==> src/logic/apf_pkg.sv <==
// Functional notes
// - add two registers, optionally plus carry, one cycle; update Z C N V H.
// - add or subtract immediate on 16-bit pair, two cycles; update Z C N V S.
// - subtract register or immediate from destination, one cycle; update Z C N V H.
// - subtract operand plus carry with borrow, one cycle; update Z C N V H.
// - and, or, exclusive or with register or constant, one cycle; only Z N V.
// - ones invert gives all-ones minus value, one cycle; update Z C N V.
// - twos invert gives zero minus value, one cycle; update Z C N V H.
// - force bits high by or mask, low by and inverted mask; Z N V.
// - increment or decrement by one, one cycle; Z N V only, carry kept.
// - probe ands register with itself, wipe xors it; fill loads ones, flags kept.
// - near goto loads pc plus signed offset plus one, two cycles, flags kept.
// - pointer goto loads pc from Z pointer pair, two cycles, flags kept.
// - calls take three cycles; returns reload pc from stack in four; handler exit sets I.
// - equal skip skips next instruction when registers match; one, two or three cycles.
// - compares subtract only to set Z N V C H, result discarded, one cycle.
// - register bit skip on selected bit clear or set; one to three cycles; flags kept.
// - io bit skip on selected io bit clear or set; one to three cycles; flags kept.
// - flag set branch adds offset plus one when selected flag set; 1 or 2 cycles.
package apf_pkg;

    // register byte offsets
    localparam logic [7:0] OFS_CTRL   = 8'h00;
    localparam logic [7:0] OFS_OPA    = 8'h04;
    localparam logic [7:0] OFS_OPB    = 8'h08;
    localparam logic [7:0] OFS_WORD   = 8'h0c;
    localparam logic [7:0] OFS_OFFSET = 8'h10;
    localparam logic [7:0] OFS_PC     = 8'h14;
    localparam logic [7:0] OFS_ZPTR   = 8'h18;
    localparam logic [7:0] OFS_STACK  = 8'h1c;
    localparam logic [7:0] OFS_FLAGS  = 8'h20;
    localparam logic [7:0] OFS_RESULT = 8'h24;
    localparam logic [7:0] OFS_STATUS = 8'h28;

    // flag_register bit positions
    localparam int FLAG_C = 0;
    localparam int FLAG_Z = 1;
    localparam int FLAG_N = 2;
    localparam int FLAG_V = 3;
    localparam int FLAG_S = 4;
    localparam int FLAG_H = 5;
    localparam int FLAG_T = 6;
    localparam int FLAG_I = 7;

    // reset values
    localparam logic [7:0]  RST_BYTE  = 8'h00;
    localparam logic [15:0] RST_WORD  = 16'h0000;
    localparam logic [11:0] RST_OFFS  = 12'h000;

    // cycle counts
    localparam logic [2:0] CYC_ONE   = 3'h1;
    localparam logic [2:0] CYC_TWO   = 3'h2;
    localparam logic [2:0] CYC_THREE = 3'h3;
    localparam logic [2:0] CYC_FOUR  = 3'h4;

    // pc steps for a skip over one- or two-word instruction
    localparam logic [15:0] PC_STEP1 = 16'h0001;
    localparam logic [15:0] PC_STEP2 = 16'h0002;
    localparam logic [15:0] PC_STEP3 = 16'h0003;

    typedef enum logic [5:0] {
        OP_ADD        = 6'h00,
        OP_ADD_CARRY  = 6'h01,
        OP_SUB        = 6'h02,
        OP_SUB_BORROW = 6'h03,
        OP_CMP        = 6'h04,
        OP_CMP_BORROW = 6'h05,
        OP_AND        = 6'h06,
        OP_OR         = 6'h07,
        OP_XOR        = 6'h08,
        OP_FORCE_LOW  = 6'h09,
        OP_ONES       = 6'h0a,
        OP_TWOS       = 6'h0b,
        OP_INC        = 6'h0c,
        OP_DEC        = 6'h0d,
        OP_PROBE      = 6'h0e,
        OP_WIPE       = 6'h0f,
        OP_FILL       = 6'h10,
        OP_WORD_ADD   = 6'h11,
        OP_WORD_SUB   = 6'h12,
        OP_NEAR_GOTO  = 6'h13,
        OP_PTR_GOTO   = 6'h14,
        OP_NEAR_CALL  = 6'h15,
        OP_PTR_CALL   = 6'h16,
        OP_SUB_EXIT   = 6'h17,
        OP_HAND_EXIT  = 6'h18,
        OP_EQ_SKIP    = 6'h19,
        OP_RBIT_LOW   = 6'h1a,
        OP_RBIT_HIGH  = 6'h1b,
        OP_IOBIT_LOW  = 6'h1c,
        OP_IOBIT_HIGH = 6'h1d,
        OP_FLAG_BR    = 6'h1e
    } apf_op_t;

    localparam logic [5:0] OP_LAST = 6'h1e;

    // control word: op in [5:0], bit select in [8:6], two-word skip in [9]
    typedef struct packed {
        logic       two_word;
        logic [2:0] bit_sel;
        logic [5:0] op;
    } apf_ctrl_t;

    typedef struct packed {
        logic [7:0]  res8;
        logic [15:0] res16;
        logic [7:0]  flags;
        logic        wr8;
        logic        wr16;
    } apf_alu_out_t;

    typedef enum logic [1:0] {
        ST_IDLE = 2'b01,
        ST_EXEC = 2'b10
    } apf_state_t;

endpackage

==> src/logic/apf_alu.sv <==
`timescale 1ns/1ps
module apf_alu
    import apf_pkg::*;
(
    // operation and operands
    input  wire apf_op_t      op,
    input  wire logic [7:0]   a,
    input  wire logic [7:0]   b,
    input  wire logic [15:0]  w,
    input  wire logic [7:0]   flags_in,
    // outcome
    output apf_alu_out_t      out
);

    logic        sub;
    logic [7:0]  x;
    logic [7:0]  y;
    logic        c;
    logic [4:0]  lo;
    logic [8:0]  full;
    logic [16:0] wsum;
    logic [7:0]  r;
    logic [7:0]  calc;
    logic [7:0]  mask;

    always_comb begin
        sub  = 1'b0;
        x    = a;
        y    = b;
        c    = 1'b0;
        calc = 8'h00;
        mask = 8'h00;
        r    = 8'h00;
        out.res16 = w;
        out.wr8   = 1'b0;
        out.wr16  = 1'b0;
        case (op)
            OP_ADD_CARRY:                c = flags_in[FLAG_C];
            OP_SUB, OP_CMP:              sub = 1'b1;
            OP_SUB_BORROW, OP_CMP_BORROW: begin
                sub = 1'b1;
                c   = flags_in[FLAG_C];
            end
            OP_INC:                      y = 8'h01;
            OP_DEC: begin
                sub = 1'b1;
                y   = 8'h01;
            end
            OP_TWOS: begin
                sub = 1'b1;
                x   = 8'h00;
                y   = a;
            end
            default:                     c = 1'b0;
        endcase
        lo   = sub ? ({1'b0, x[3:0]} - {1'b0, y[3:0]} - {4'h0, c}) : ({1'b0, x[3:0]} + {1'b0, y[3:0]} + {4'h0, c});
        full = sub ? ({1'b0, x} - {1'b0, y} - {8'h00, c}) : ({1'b0, x} + {1'b0, y} + {8'h00, c});
        // immediate for word ops is six bits wide
        wsum = (op == OP_WORD_SUB) ? ({1'b0, w} - {11'h000, b[5:0]}) : ({1'b0, w} + {11'h000, b[5:0]});
        case (op)
            OP_ADD, OP_ADD_CARRY, OP_SUB, OP_SUB_BORROW, OP_CMP, OP_CMP_BORROW, OP_TWOS: begin
                r = full[7:0];
                calc[FLAG_C] = full[8];
                calc[FLAG_H] = lo[4];
                calc[FLAG_V] = sub ? ((x[7] != y[7]) && (r[7] != x[7])) : ((x[7] == y[7]) && (r[7] != x[7]));
                // borrow chains keep zero only if it was already set
                calc[FLAG_Z] = (r == 8'h00) && ((op != OP_SUB_BORROW && op != OP_CMP_BORROW) || flags_in[FLAG_Z]);
                mask = 8'h2f;
                out.wr8 = (op != OP_CMP) && (op != OP_CMP_BORROW);
            end
            OP_INC, OP_DEC: begin
                r = full[7:0];
                calc[FLAG_V] = sub ? ((x[7] != y[7]) && (r[7] != x[7])) : ((x[7] == y[7]) && (r[7] != x[7]));
                calc[FLAG_Z] = (r == 8'h00);
                mask = 8'h0e;
                out.wr8 = 1'b1;
            end
            OP_ONES: begin
                r = ~a;
                calc[FLAG_C] = 1'b1;
                calc[FLAG_Z] = (r == 8'h00);
                mask = 8'h0f;
                out.wr8 = 1'b1;
            end
            OP_AND, OP_OR, OP_XOR, OP_FORCE_LOW, OP_PROBE, OP_WIPE: begin
                case (op)
                    OP_AND:       r = a & b;
                    OP_OR:        r = a | b;
                    OP_XOR:       r = a ^ b;
                    OP_FORCE_LOW: r = a & ~b;
                    OP_PROBE:     r = a & a;
                    default:      r = a ^ a;
                endcase
                calc[FLAG_Z] = (r == 8'h00);
                mask = 8'h0e;
                out.wr8 = 1'b1;
            end
            OP_FILL: begin
                r = 8'hff;
                out.wr8 = 1'b1;
            end
            OP_WORD_ADD, OP_WORD_SUB: begin
                out.res16 = wsum[15:0];
                calc[FLAG_C] = wsum[16];
                calc[FLAG_Z] = (wsum[15:0] == 16'h0000);
                calc[FLAG_V] = (op == OP_WORD_SUB) ? (w[15] && !wsum[15]) : (!w[15] && wsum[15]);
                calc[FLAG_N] = wsum[15];
                calc[FLAG_S] = calc[FLAG_N] ^ calc[FLAG_V];
                mask = 8'h1f;
                out.wr16 = 1'b1;
            end
            default: r = a;
        endcase
        if (op != OP_WORD_ADD && op != OP_WORD_SUB) begin
            calc[FLAG_N] = r[7];
        end
        out.res8 = r;
        out.flags = (flags_in & ~mask) | (calc & mask);
    end

endmodule

==> src/logic/apf_core.sv <==
`timescale 1ns/1ps
module apf_core
    import apf_pkg::*;
(
    // clock and reset
    input  wire logic        pclk,
    input  wire logic        presetn,
    // apb slave
    input  wire logic        psel,
    input  wire logic        penable,
    input  wire logic        pwrite,
    input  wire logic [7:0]  paddr,
    input  wire logic [31:0] pwdata,
    output logic      [31:0] prdata,
    output logic             pready,
    output logic             pslverr,
    // io bit test path
    input  wire logic [7:0]  io_byte,
    // status
    output logic             busy
);

    function automatic logic is_mapped(input logic [7:0] addr);
        is_mapped = (addr[1:0] == 2'b00) && (addr <= OFS_STATUS);
    endfunction

    function automatic logic is_writable(input logic [7:0] addr);
        is_writable = is_mapped(addr) && (addr != OFS_RESULT) && (addr != OFS_STATUS);
    endfunction

    apf_state_t   state;
    apf_ctrl_t    ctrl;
    apf_op_t      cur_op;
    logic [7:0]   opa;
    logic [7:0]   opb;
    logic [15:0]  word;
    logic [11:0]  offs;
    logic [15:0]  pc;
    logic [15:0]  zptr;
    logic [15:0]  stack;
    logic [7:0]   flags;
    logic [15:0]  result;
    logic [2:0]   cnt;
    logic         take;
    logic         skipped;
    logic [31:0]  rd_word;
    apf_alu_out_t alu_out;

    // apb decode
    wire          setup      = psel & ~penable;
    wire          wr_fire    = psel & penable & pready & pwrite;
    wire          wr_ok      = wr_fire & ~pslverr;
    wire          ctrl_wr    = wr_ok & (paddr == OFS_CTRL);
    wire          op_valid   = (pwdata[5:0] <= OP_LAST);
    wire          wr_err     = pwrite & (~is_writable(paddr) | busy | ((paddr == OFS_CTRL) & ~op_valid));
    wire          next_err   = ~is_mapped(paddr) | wr_err;

    // operation decode from the newly written control word
    wire apf_ctrl_t new_ctrl = apf_ctrl_t'(pwdata[9:0]);
    wire apf_op_t   new_op   = apf_op_t'(new_ctrl.op);
    wire            start    = ctrl_wr;
    wire            commit   = (state == ST_EXEC) && (cnt == CYC_ONE);

    // branch targets
    wire [15:0]   pc_one     = pc + PC_STEP1;
    wire [15:0]   rel_pc     = pc + {{4{offs[11]}}, offs} + PC_STEP1;
    wire [15:0]   skip_pc    = pc + (ctrl.two_word ? PC_STEP3 : PC_STEP2);
    wire [2:0]    skip_cyc   = new_ctrl.two_word ? CYC_THREE : CYC_TWO;

    // skip and branch condition at start
    wire          sel_rbit   = opa[new_ctrl.bit_sel];
    wire          sel_iobit  = io_byte[new_ctrl.bit_sel];
    wire          sel_flag   = flags[new_ctrl.bit_sel];
    wire          next_take  = (new_op == OP_EQ_SKIP)    ? (opa == opb) :
                               (new_op == OP_RBIT_LOW)   ? ~sel_rbit :
                               (new_op == OP_RBIT_HIGH)  ? sel_rbit :
                               (new_op == OP_IOBIT_LOW)  ? ~sel_iobit :
                               (new_op == OP_IOBIT_HIGH) ? sel_iobit :
                               (new_op == OP_FLAG_BR)    ? sel_flag : 1'b0;
    wire          is_skip    = (new_op == OP_EQ_SKIP) | (new_op == OP_RBIT_LOW) | (new_op == OP_RBIT_HIGH) |
                               (new_op == OP_IOBIT_LOW) | (new_op == OP_IOBIT_HIGH);

    wire [2:0]    next_cnt   = is_skip ? (next_take ? skip_cyc : CYC_ONE) :
                               (new_op == OP_FLAG_BR) ? (next_take ? CYC_TWO : CYC_ONE) :
                               ((new_op == OP_WORD_ADD) | (new_op == OP_WORD_SUB) |
                                (new_op == OP_NEAR_GOTO) | (new_op == OP_PTR_GOTO)) ? CYC_TWO :
                               ((new_op == OP_NEAR_CALL) | (new_op == OP_PTR_CALL)) ? CYC_THREE :
                               ((new_op == OP_SUB_EXIT) | (new_op == OP_HAND_EXIT)) ? CYC_FOUR : CYC_ONE;

    wire          is_call    = (cur_op == OP_NEAR_CALL) | (cur_op == OP_PTR_CALL);
    wire [15:0]   next_pc    = ((cur_op == OP_NEAR_GOTO) | (cur_op == OP_NEAR_CALL)) ? rel_pc :
                               ((cur_op == OP_PTR_GOTO) | (cur_op == OP_PTR_CALL)) ? zptr :
                               ((cur_op == OP_SUB_EXIT) | (cur_op == OP_HAND_EXIT)) ? stack :
                               (cur_op == OP_FLAG_BR) ? (take ? rel_pc : pc_one) :
                               ((cur_op >= OP_EQ_SKIP) && take) ? skip_pc : pc_one;

    // handler exit sets the global interrupt flag only
    wire [7:0]    next_flags = (cur_op == OP_HAND_EXIT) ? (flags | (8'h01 << FLAG_I)) : alu_out.flags;

    apf_alu u_alu (
        .op       (cur_op),
        .a        (opa),
        .b        (opb),
        .w        (word),
        .flags_in (flags),
        .out      (alu_out)
    );

    always_comb begin
        rd_word = 32'h0000_0000;
        case (paddr)
            OFS_CTRL:   rd_word = {22'h000000, ctrl};
            OFS_OPA:    rd_word = {24'h000000, opa};
            OFS_OPB:    rd_word = {24'h000000, opb};
            OFS_WORD:   rd_word = {16'h0000, word};
            OFS_OFFSET: rd_word = {20'h00000, offs};
            OFS_PC:     rd_word = {16'h0000, pc};
            OFS_ZPTR:   rd_word = {16'h0000, zptr};
            OFS_STACK:  rd_word = {16'h0000, stack};
            OFS_FLAGS:  rd_word = {24'h000000, flags};
            OFS_RESULT: rd_word = {16'h0000, result};
            OFS_STATUS: rd_word = {29'h00000000, skipped, take, busy};
            default:    rd_word = 32'h0000_0000;
        endcase
    end

    // apb answer: one wait-free access phase, data captured in setup
    always_ff @(posedge pclk or negedge presetn) begin
        if (!presetn) begin
            pready  <= 1'b0;
            pslverr <= 1'b0;
            prdata  <= 32'h0000_0000;
        end else begin
            pready  <= setup;
            pslverr <= setup & next_err;
            prdata  <= setup ? rd_word : prdata;
        end
    end

    // sequencer
    always_ff @(posedge pclk or negedge presetn) begin
        if (!presetn) begin
            state   <= ST_IDLE;
            busy    <= 1'b0;
            cnt     <= CYC_ONE;
            cur_op  <= OP_ADD;
            take    <= 1'b0;
            skipped <= 1'b0;
        end else begin
            case (state)
                ST_IDLE: begin
                    if (start) begin
                        state  <= ST_EXEC;
                        busy   <= 1'b1;
                        cnt    <= next_cnt;
                        cur_op <= new_op;
                        take   <= next_take;
                    end
                end
                ST_EXEC: begin
                    if (commit) begin
                        state   <= ST_IDLE;
                        busy    <= 1'b0;
                        skipped <= take & (cur_op != OP_FLAG_BR);
                    end else begin
                        cnt <= cnt - CYC_ONE;
                    end
                end
                default: begin
                    state <= ST_IDLE;
                    busy  <= 1'b0;
                end
            endcase
        end
    end

    // register file; software writes are refused while busy
    always_ff @(posedge pclk or negedge presetn) begin
        if (!presetn) begin
            ctrl   <= apf_ctrl_t'(10'h000);
            opa    <= RST_BYTE;
            opb    <= RST_BYTE;
            word   <= RST_WORD;
            offs   <= RST_OFFS;
            pc     <= RST_WORD;
            zptr   <= RST_WORD;
            stack  <= RST_WORD;
            flags  <= RST_BYTE;
            result <= RST_WORD;
        end else if (commit) begin
            pc    <= next_pc;
            flags <= next_flags;
            if (alu_out.wr8) begin
                opa    <= alu_out.res8;
                result <= {8'h00, alu_out.res8};
            end
            if (alu_out.wr16) begin
                word   <= alu_out.res16;
                result <= alu_out.res16;
            end
            if (is_call) begin
                stack <= pc_one;
            end
        end else if (wr_ok) begin
            case (paddr)
                OFS_CTRL:   ctrl  <= new_ctrl;
                OFS_OPA:    opa   <= pwdata[7:0];
                OFS_OPB:    opb   <= pwdata[7:0];
                OFS_WORD:   word  <= pwdata[15:0];
                OFS_OFFSET: offs  <= pwdata[11:0];
                OFS_PC:     pc    <= pwdata[15:0];
                OFS_ZPTR:   zptr  <= pwdata[15:0];
                OFS_STACK:  stack <= pwdata[15:0];
                OFS_FLAGS:  flags <= pwdata[7:0];
                default:    result <= result;
            endcase
        end
    end

    a_add_one_cycle: assert property (@(posedge pclk) disable iff (!presetn)
        (start && new_op == OP_ADD) |=> busy ##1 !busy)
        else $error("add did not finish in one cycle");

    a_add_result_val: assert property (@(posedge pclk) disable iff (!presetn)
        (commit && cur_op == OP_ADD) |=> (opa == 8'($past(opa) + $past(opb))))
        else $error("add result wrong");

    a_word_two_cyc: assert property (@(posedge pclk) disable iff (!presetn)
        (start && (new_op == OP_WORD_ADD || new_op == OP_WORD_SUB)) |=> busy[*2] ##1 !busy)
        else $error("word op not two cycles");

    a_logic_v_clear: assert property (@(posedge pclk) disable iff (!presetn)
        (commit && (cur_op == OP_AND || cur_op == OP_OR || cur_op == OP_XOR))
        |=> !flags[FLAG_V] && flags[FLAG_C] == $past(flags[FLAG_C]))
        else $error("logic op flags wrong");

    a_inc_keeps_c: assert property (@(posedge pclk) disable iff (!presetn)
        (commit && (cur_op == OP_INC || cur_op == OP_DEC)) |=> $stable(flags[FLAG_C]))
        else $error("increment changed carry");

    a_fill_flag_keep: assert property (@(posedge pclk) disable iff (!presetn)
        (commit && cur_op == OP_FILL) |=> opa == 8'hff && $stable(flags))
        else $error("fill wrong");

    a_near_goto_pc: assert property (@(posedge pclk) disable iff (!presetn)
        (start && new_op == OP_NEAR_GOTO) |-> ##3 (pc == $past(rel_pc, 3)) && $stable(flags))
        else $error("near goto target wrong");

    a_ptr_goto_pc: assert property (@(posedge pclk) disable iff (!presetn)
        (start && new_op == OP_PTR_GOTO) |-> ##3 (pc == $past(zptr, 3)))
        else $error("pointer goto target wrong");

    a_call_three_cyc: assert property (@(posedge pclk) disable iff (!presetn)
        (start && (new_op == OP_NEAR_CALL || new_op == OP_PTR_CALL)) |=> busy[*3] ##1 !busy)
        else $error("call not three cycles");

    a_exit_four_cyc: assert property (@(posedge pclk) disable iff (!presetn)
        (start && new_op == OP_HAND_EXIT) |=> busy[*4] ##1 (!busy && flags[FLAG_I]))
        else $error("handler exit wrong");

    a_skip_two_word: assert property (@(posedge pclk) disable iff (!presetn)
        (start && is_skip && next_take && new_ctrl.two_word) |=> busy[*3] ##1 !busy)
        else $error("two-word skip not three cycles");

    a_cmp_no_write: assert property (@(posedge pclk) disable iff (!presetn)
        (commit && (cur_op == OP_CMP || cur_op == OP_CMP_BORROW)) |=> $stable(opa))
        else $error("compare wrote destination");

    a_branch_untaken: assert property (@(posedge pclk) disable iff (!presetn)
        (start && new_op == OP_FLAG_BR && !next_take) |=> busy ##1 (!busy && pc == $past(pc) + PC_STEP1))
        else $error("untaken branch wrong");

    a_ones_sets_c: assert property (@(posedge pclk) disable iff (!presetn)
        (commit && cur_op == OP_ONES) |=> (opa == ~$past(opa)) && flags[FLAG_C])
        else $error("ones invert wrong");

    a_io_skip_two: assert property (@(posedge pclk) disable iff (!presetn)
        (start && new_op == OP_IOBIT_HIGH && next_take && !new_ctrl.two_word) |=> busy[*2] ##1 !busy)
        else $error("io bit skip not two cycles");

endmodule

==> config.mk <==
export PLATFORM = sky130hd
export DESIGN_NAME = apf_core
export DESIGN_NICKNAME = d
export VERILOG_FILES = /design/src/logic/apf_pkg.sv /design/src/logic/apf_alu.sv /design/src/logic/apf_core.sv
export SDC_FILE = /design/constraint.sdc
export NUM_CORES = 1
export LEC_CHECK = 0
export ABC_AREA = 1
export BUFFER_PORTS_ARGS = -buffer_cell sky130_fd_sc_hd__buf_4
export CAP_MARGIN = 20
export CORE_MARGIN = 2
export CORE_UTILIZATION = 50
export DETAILED_ROUTE_END_ITERATION = 12
export GPL_ROUTABILITY_DRIVEN = 0
export GPL_TIMING_DRIVEN = 0
export PLACE_DENSITY_LB_ADDON = 0.08
export SLEW_MARGIN = 25
export SYNTH_ARGS = -nofsm -noshare
export SYNTH_HDL_FRONTEND = slang
export SYNTH_SLANG_ARGS = --single-unit
==> constraint.sdc <==
create_clock -name pclk -period 7.1 [get_ports pclk]
set_input_delay 0.355 -clock pclk [delete_from_list [all_inputs] [get_ports pclk]]
set_output_delay 0.355 -clock pclk [all_outputs]
set_load 0.01 [all_outputs]
# After elaboration in Yosys (flattened, before gate mapping)
# Cells that the tools add are included.
# Widths: inputs -> output; s select.
# totals
romBits	0
elab_cells	295
out_inout_bits	35
ramBits	0
n_memories	0
regBits	174
latch_bits	0
input_bits	53
# op_classes
n_mux	81
n_addsub	15
n_div	0
n_shift	0
bitwise_logic	47
n_eq_ne	71
reduce_logical	55
order_cmp	4
mul	0
# op_table
operator	n
$mux 16	20
$pmux 16 s11	1
$eq 6x5->1 const B	24
$mux 8	10
$pmux 8 s5	2
$eq 6x4->1 const B	8
$add 16x1->16 const B	2
$and 8x8->8	4
$eq 8x5->1 const B	4
$logic_not 8->1	4
$reduce_and 3->1	9
$eq 6x3->1 const B	4
$eq 8x6->1 const B	3
$pmux 6 s4	1
$mux 1	22
$mux 3	7
$ne 6x5->1 const B	3
$add 16x6->17	1
$mux 17	1
$sub 16x6->17	1
$add 16x16->16	1
$add 16x2->16	1
$eq 8x4->1 const B	2
$logic_not 16->1	1
60 further kinds	137

# Logic depth before layout (Yosys ltp)
# depth
ltp_word	14
mapped_depth	24
ltp_nobuf	24

# Hierarchy
# A second synthesis with hierarchy kept.
# unflattened
cells_unflattened	2194
area_unflattened_um2	14033.5
# modules_own_cells
module	cells_each	seq_area_each_um2	area_each_um2	instances
apf_core	1539	3931.3	10537.6	1
apf_alu	655	0.0	3495.9	1

# Least setup slack after synthesis
# OpenSTA, ideal clock, no wires.
# synth_path
path_type	register to register
from	register cur_op[4]
to	register flags[1]
path_stages_with_launch	22
path_buffers	2
setup_slack_ns	3.836
setup_ns	0.077
arrival_ns	3.186
required_ns	7.023
period_less_slack_ns	3.264
cell_sequence	dfrtp_1 > nor2_1 > nand3_1 > buf_2 > clkbuf_1 > nand2_1 > inv_1 > fa_1 > fa_1 > inv_1 > nand2_1 > a21oi_1 > nand2_1 > nand3_1 > nand2_1 > nor2_1 > nand3_1 > nor2_1 > nand2_1 > nand3_1 > nand2_1 > a21oi_1
# synth_between
elab_chain_len	13
word_cells_on_any_way	56
classes_between	add/sub: 4; eq/ne: 21; mux: 12; bitwise: 4; reduce/logical: 15
# synth_rtl
item	line_no	rtl
from (decl)	apf_core.sv:33	apf_op_t cur_op;
from (signal assigned)	apf_core.sv:156	cur_op <= new_op;
$eq 6x4->1	apf_alu.sv:37, apf_alu.sv:60	
$reduce_or 2->1 (no line)	-	
$pmux 8 s2	apf_alu.sv:37	case (op)
$add 8x8->9 or $sub 8x8->9 (tied branches)	apf_alu.sv:57	full = sub ? ({1'b0, x} - {1'b0, y} - {8'h00, c}) : ({1'b0, x} + {1'b0, y} + {8'h00, c});
$add 9x1->9 or $sub 9x1->9 (tied branches)	apf_alu.sv:57	
$mux 9	apf_alu.sv:57	
$logic_not 8->1	apf_alu.sv:67, apf_alu.sv:74	
$logic_and 1x1->1	apf_alu.sv:67	calc[FLAG_Z] = (r == 8'h00) && ((op != OP_SUB_BORROW && op != OP_CMP_BORROW) || flags_in[FLAG_Z]);
$pmux 1 s5	apf_alu.sv:60	case (op)
$and 6x6->6	apf_alu.sv:118	out.flags = (flags_in & ~mask) | (calc & mask);
$or 8x8->8	apf_alu.sv:118	
$mux 8	apf_core.sv:98	wire [7:0] next_flags = (cur_op == OP_HAND_EXIT) ? (flags | (8'h01 << FLAG_I)) : alu_out.flags;
$mux 8	apf_core.sv:190	end else if (commit) begin
to (signal assigned)	apf_core.sv:192	flags <= next_flags;
to (signal assigned)	apf_core.sv:214	OFS_FLAGS: flags <= pwdata[7:0];
to (decl)	apf_core.sv:41	logic [7:0] flags;
# Several ways; a longest one is shown, not always the timed one. The select of a mux whose other input is x is not followed.
# A chain may end at the register's enable or synchronous reset.

# Worst setup path in the final report
# layout_path
from	register cur_op[2]
to	register flags[1]
# The elaborated chain is that of the path after synthesis.

==> metrics.md <==
| Metric | Value |
|---|---|
| Status | `completed` |
| Final hold violations | `0` |
| Final antenna-violating net count | `0` |
| Die Width | `169 µm` |
| CTS H-Tree Depth | `4` |
| Synth-to-Final Area Change | `11.4%` |
| Post-synth EDFFs | `0` |
| CP Max Fanout | `8` |
| Worst Setup Path Type | `reg2reg` |
| Wire per inst | `20.5 µm` |
| Die Ht | `169 µm` |
| Clock slew at reported path FFs | `0.07 ns` |
| Synth Area in Compound Gates | `19.7%` |
| # Max-Cap Violations | `0` |
| Total GRT Usage | `about 37%` |
| CTS Sinks | `~160` |
| Post-Synth Simple-Gate Area | `30.7%` |
| Root buffer cell | `clkbuf_16` |
| Largest family of logic cells by synthesized area | `simple AND/OR/NAND/NOR gates` |
| Clock buffer depth | `2` |
| Post-synthesis sequential area ratio | `~29%` |
| CTS tree | `done` |
| Fin Setup TNS | `0 ns` |
| Congestion Overflow GR | `0` |
| Synth Flop Type | `dfrtp_1` |
| Vias per inst | `6.02` |
| Post-synth ARST share | `100%` |
| FP Rows | `60` |
| Initial antenna violation count | `0` |
| Io pins | `88` |
| Synthesized area | `13,500 µm²` |
| Vias in the first global route | `14.2k` |
| Syn Inst Count | `around 2.1k` |
| Largest net degree at the start of global routing | `90` |
| Critical Path End Type | `flop` |
| Initial core utilization | `50.5%` |
| Iter 0 DRT Violations | `2,135` |
| Avg Inst Size Synth | `6.38 µm²` |
| Fmax achieved | `0.242 GHz` |
| Final Critical Period | `4.13 ns` |
| Diodes inserted | `0` |
| Port Buf Inserts | `between 50 and 60` |
| #FFs+latches synth | `157` |
| CORE AREA | `between 20,000 and 30,000 µm²` |
| Share of layout cells above drive strength 1 | `6.43%` |
| Least-Margin Pin Slew | `0.913 ns` |
| Nets | `2,336` |
| Synth Area in Adders | `6.90%` |
| Routed wire length | `52,500 µm` |
| Max-slew violations | `0` |
| Hold WC Path Type | `in2reg` |
| # hold bufs at CTS | `1` |
| Yosys warns | `0` |
| VDD IR-drop max | `0.140 mV` |
| First-pass GRT wire length | `79,800 µm` |
| Crit start category | `flop` |
| Hold_ws | `roughly 0.16 ns` |
| Final setup vio count | `0` |
| Die Area | `approximately 28,000 µm²` |
| DP HPWL | `~41,000 µm` |
| Setup Skew | `0.0132 ns` |
| Post-CTS sizing | `0` |
| RSZ-0062 raised after global routing | `no` |
| Max transition margin | `38.9%` |
| PwrDens | `137 nW/µm²` |
| TritonCTS Buffers | `17` |
| Vias | `15.4k` |
| Leak pwr | `7.64 nW` |
| Xor/xnor share of the synthesized area | `under 10%` |
| DR pass1 iterations | `6` |
| # fillers | `2,746` |
| Drt drc | `0` |
| Post-CTS setup buffer count | `0` |
| Mux cell area share after synthesis | `0%` |
| Fin crit share | `between 50% and 60%` |
| CP required | `7.47 ns` |
| Worst-Skew Late Latency | `0.46 ns` |
| Worst Path Arrival | `~4.5 ns` |
| Post-synth cell types | `52` |
==> state kept, by name (all words and copies together), names as in the netlist <==
register	flops
result	16
cur_op	6
pready	1
word	16
opb	8
opa	8
take	1
offs	12
zptr	16
cnt	3
prdata	16
ctrl	10
stack	16
state	1
flags	8
pslverr	1
pc	16
skipped	1
busy	1
==> report_power, final <==
group	internal [W]	leakage (nW)	switching (W)	total [W]
clock network	0.000536	0.291	0.000429	0.000964
registers	0.000901	1.96	0.00000925	0.000910
logic	0.0000600	5.39	0.000127	0.000187
==> per-layer routing <==
layer  part of all wire, %  up-vias  global-route usage (%)  wire length, µm
met5                     0        -                       0                0
met4                   6.3        0                    21.3             3290
met3                    10      205                    6.62             5410
met2                    43      918                    56.3            22700
met1                    40     7184                    49.5            21100
li1                      -     7142                       -                -
==> metrics by stage <==
| step | cells | worst slack (ns) | total power, W | cell area, µm² | utilization [%] |
|---|---|---|---|---|---|
| 3_5_place_dp | 2533 | 3.18 | 0.00111 | 14500 | 54.0 |
| 2_1_floorplan | 2137 | 3.84 | 0.00102 | 13600 | - |
| 3_3_place_gp | 2532 | 3.23 | 0.00110 | 14400 | 53.8 |
| 6_report | 2566 | 2.97 | 0.00206 | 15100 | 56.3 |
| 5_1_grt | 2566 | 2.59 | 0.00211 | 15100 | 56.3 |
| 4_1_cts | 2566 | 3.12 | 0.00205 | 15100 | 56.2 |
==> cell usage in the layout (no fill, tap or decap), drive strengths merged, types with 3 or more instances in the layout <==
master,synthesis,routed
a31oi,12,12
o2111ai,4,4
nand4,23,23
a22oi,9,9
clkinv,7,12
a221oi,16,16
nand3,168,168
conb,1,16
clkbuf,45,64
o22ai,39,39
o31ai,3,3
o21bai,8,8
ha,65,65
nand3b,8,8
xnor2,8,8
a211oi,9,9
buf,31,86
or2,5,5
o211ai,11,11
a21oi,134,134
o21ai,205,205
inv,300,305
dfrtp,155,155
nor4,4,4
o221ai,6,6
xor2,30,30
nor2,211,211
a21o,6,6
nor3,18,18
fa,6,6
nand2,562,562
==> cell usage after synthesis, drive strengths merged (30+ instances only) <==
| master | instances | area (µm²) |
|---|---|---|
| nand2 | 562 | 2120 |
| inv | 300 | 1130 |
| nor2 | 211 | 805 |
| o21ai | 205 | 1030 |
| nand3 | 168 | 841 |
| dfrtp | 155 | 3880 |
| a21oi | 134 | 671 |
| ha | 65 | 813 |
| clkbuf | 45 | 169 |
| o22ai | 39 | 244 |
| buf | 31 | 194 |
| xor2 | 30 | 263 |
==> final timing paths <==
path                             end  cells past startpoint       from  slack, ns
max                         flags[1]                     19  cur_op[2]       2.97
min in group asynchronous   word[10]                      2    presetn       0.45
min                          pslverr                      3     pwrite       0.16
max reg2reg                 flags[1]                     19  cur_op[2]       2.97
min reg2reg                result[9]                      2  result[9]       0.48
max in group asynchronous     cnt[0]                      3    presetn       5.78
==> kinds of logic after synthesis <==
logic type      after synthesis
buf+inv                     383
fa+ha+maj                    71
other cells                   1
xor+xnor                     38
flops                       157
compound gates              470
simple gates               1002
==> worst max-delay path, cell delays in order (launching register included) <==
cell,delay (ns)
dfrtp_1,0.44
inv_2,0.11
nand2_1,0.05
nor2_1,0.21
inv_1,0.10
nor2_1,0.55
inv_1,0.28
o21ai_0,0.35
ha_1,0.41
a21oi_1,0.20
o21ai_0,0.15
a21oi_1,0.21
nand2_1,0.08
nand2_1,0.09
nand2_1,0.13
nor2_1,0.12
nand3_1,0.17
nand3_1,0.18
nand2_1,0.06
a21oi_1,0.15
==> final cells by class <==
cell class	instances	area (µm²)	share of cell area (%)
Inverter	307	1150	7.64
Sequential cell	157	3930	26.1
Timing Repair Buffer	56	450	2.99
Buffer	76	363	2.41
Clock buffer	19	443	2.94
Multi-Input combinational cell	1597	8160	54.1
Clock inverter	13	154	1.02
Tap cell	341	427	2.83
Power figures use the tool's default switching activity.
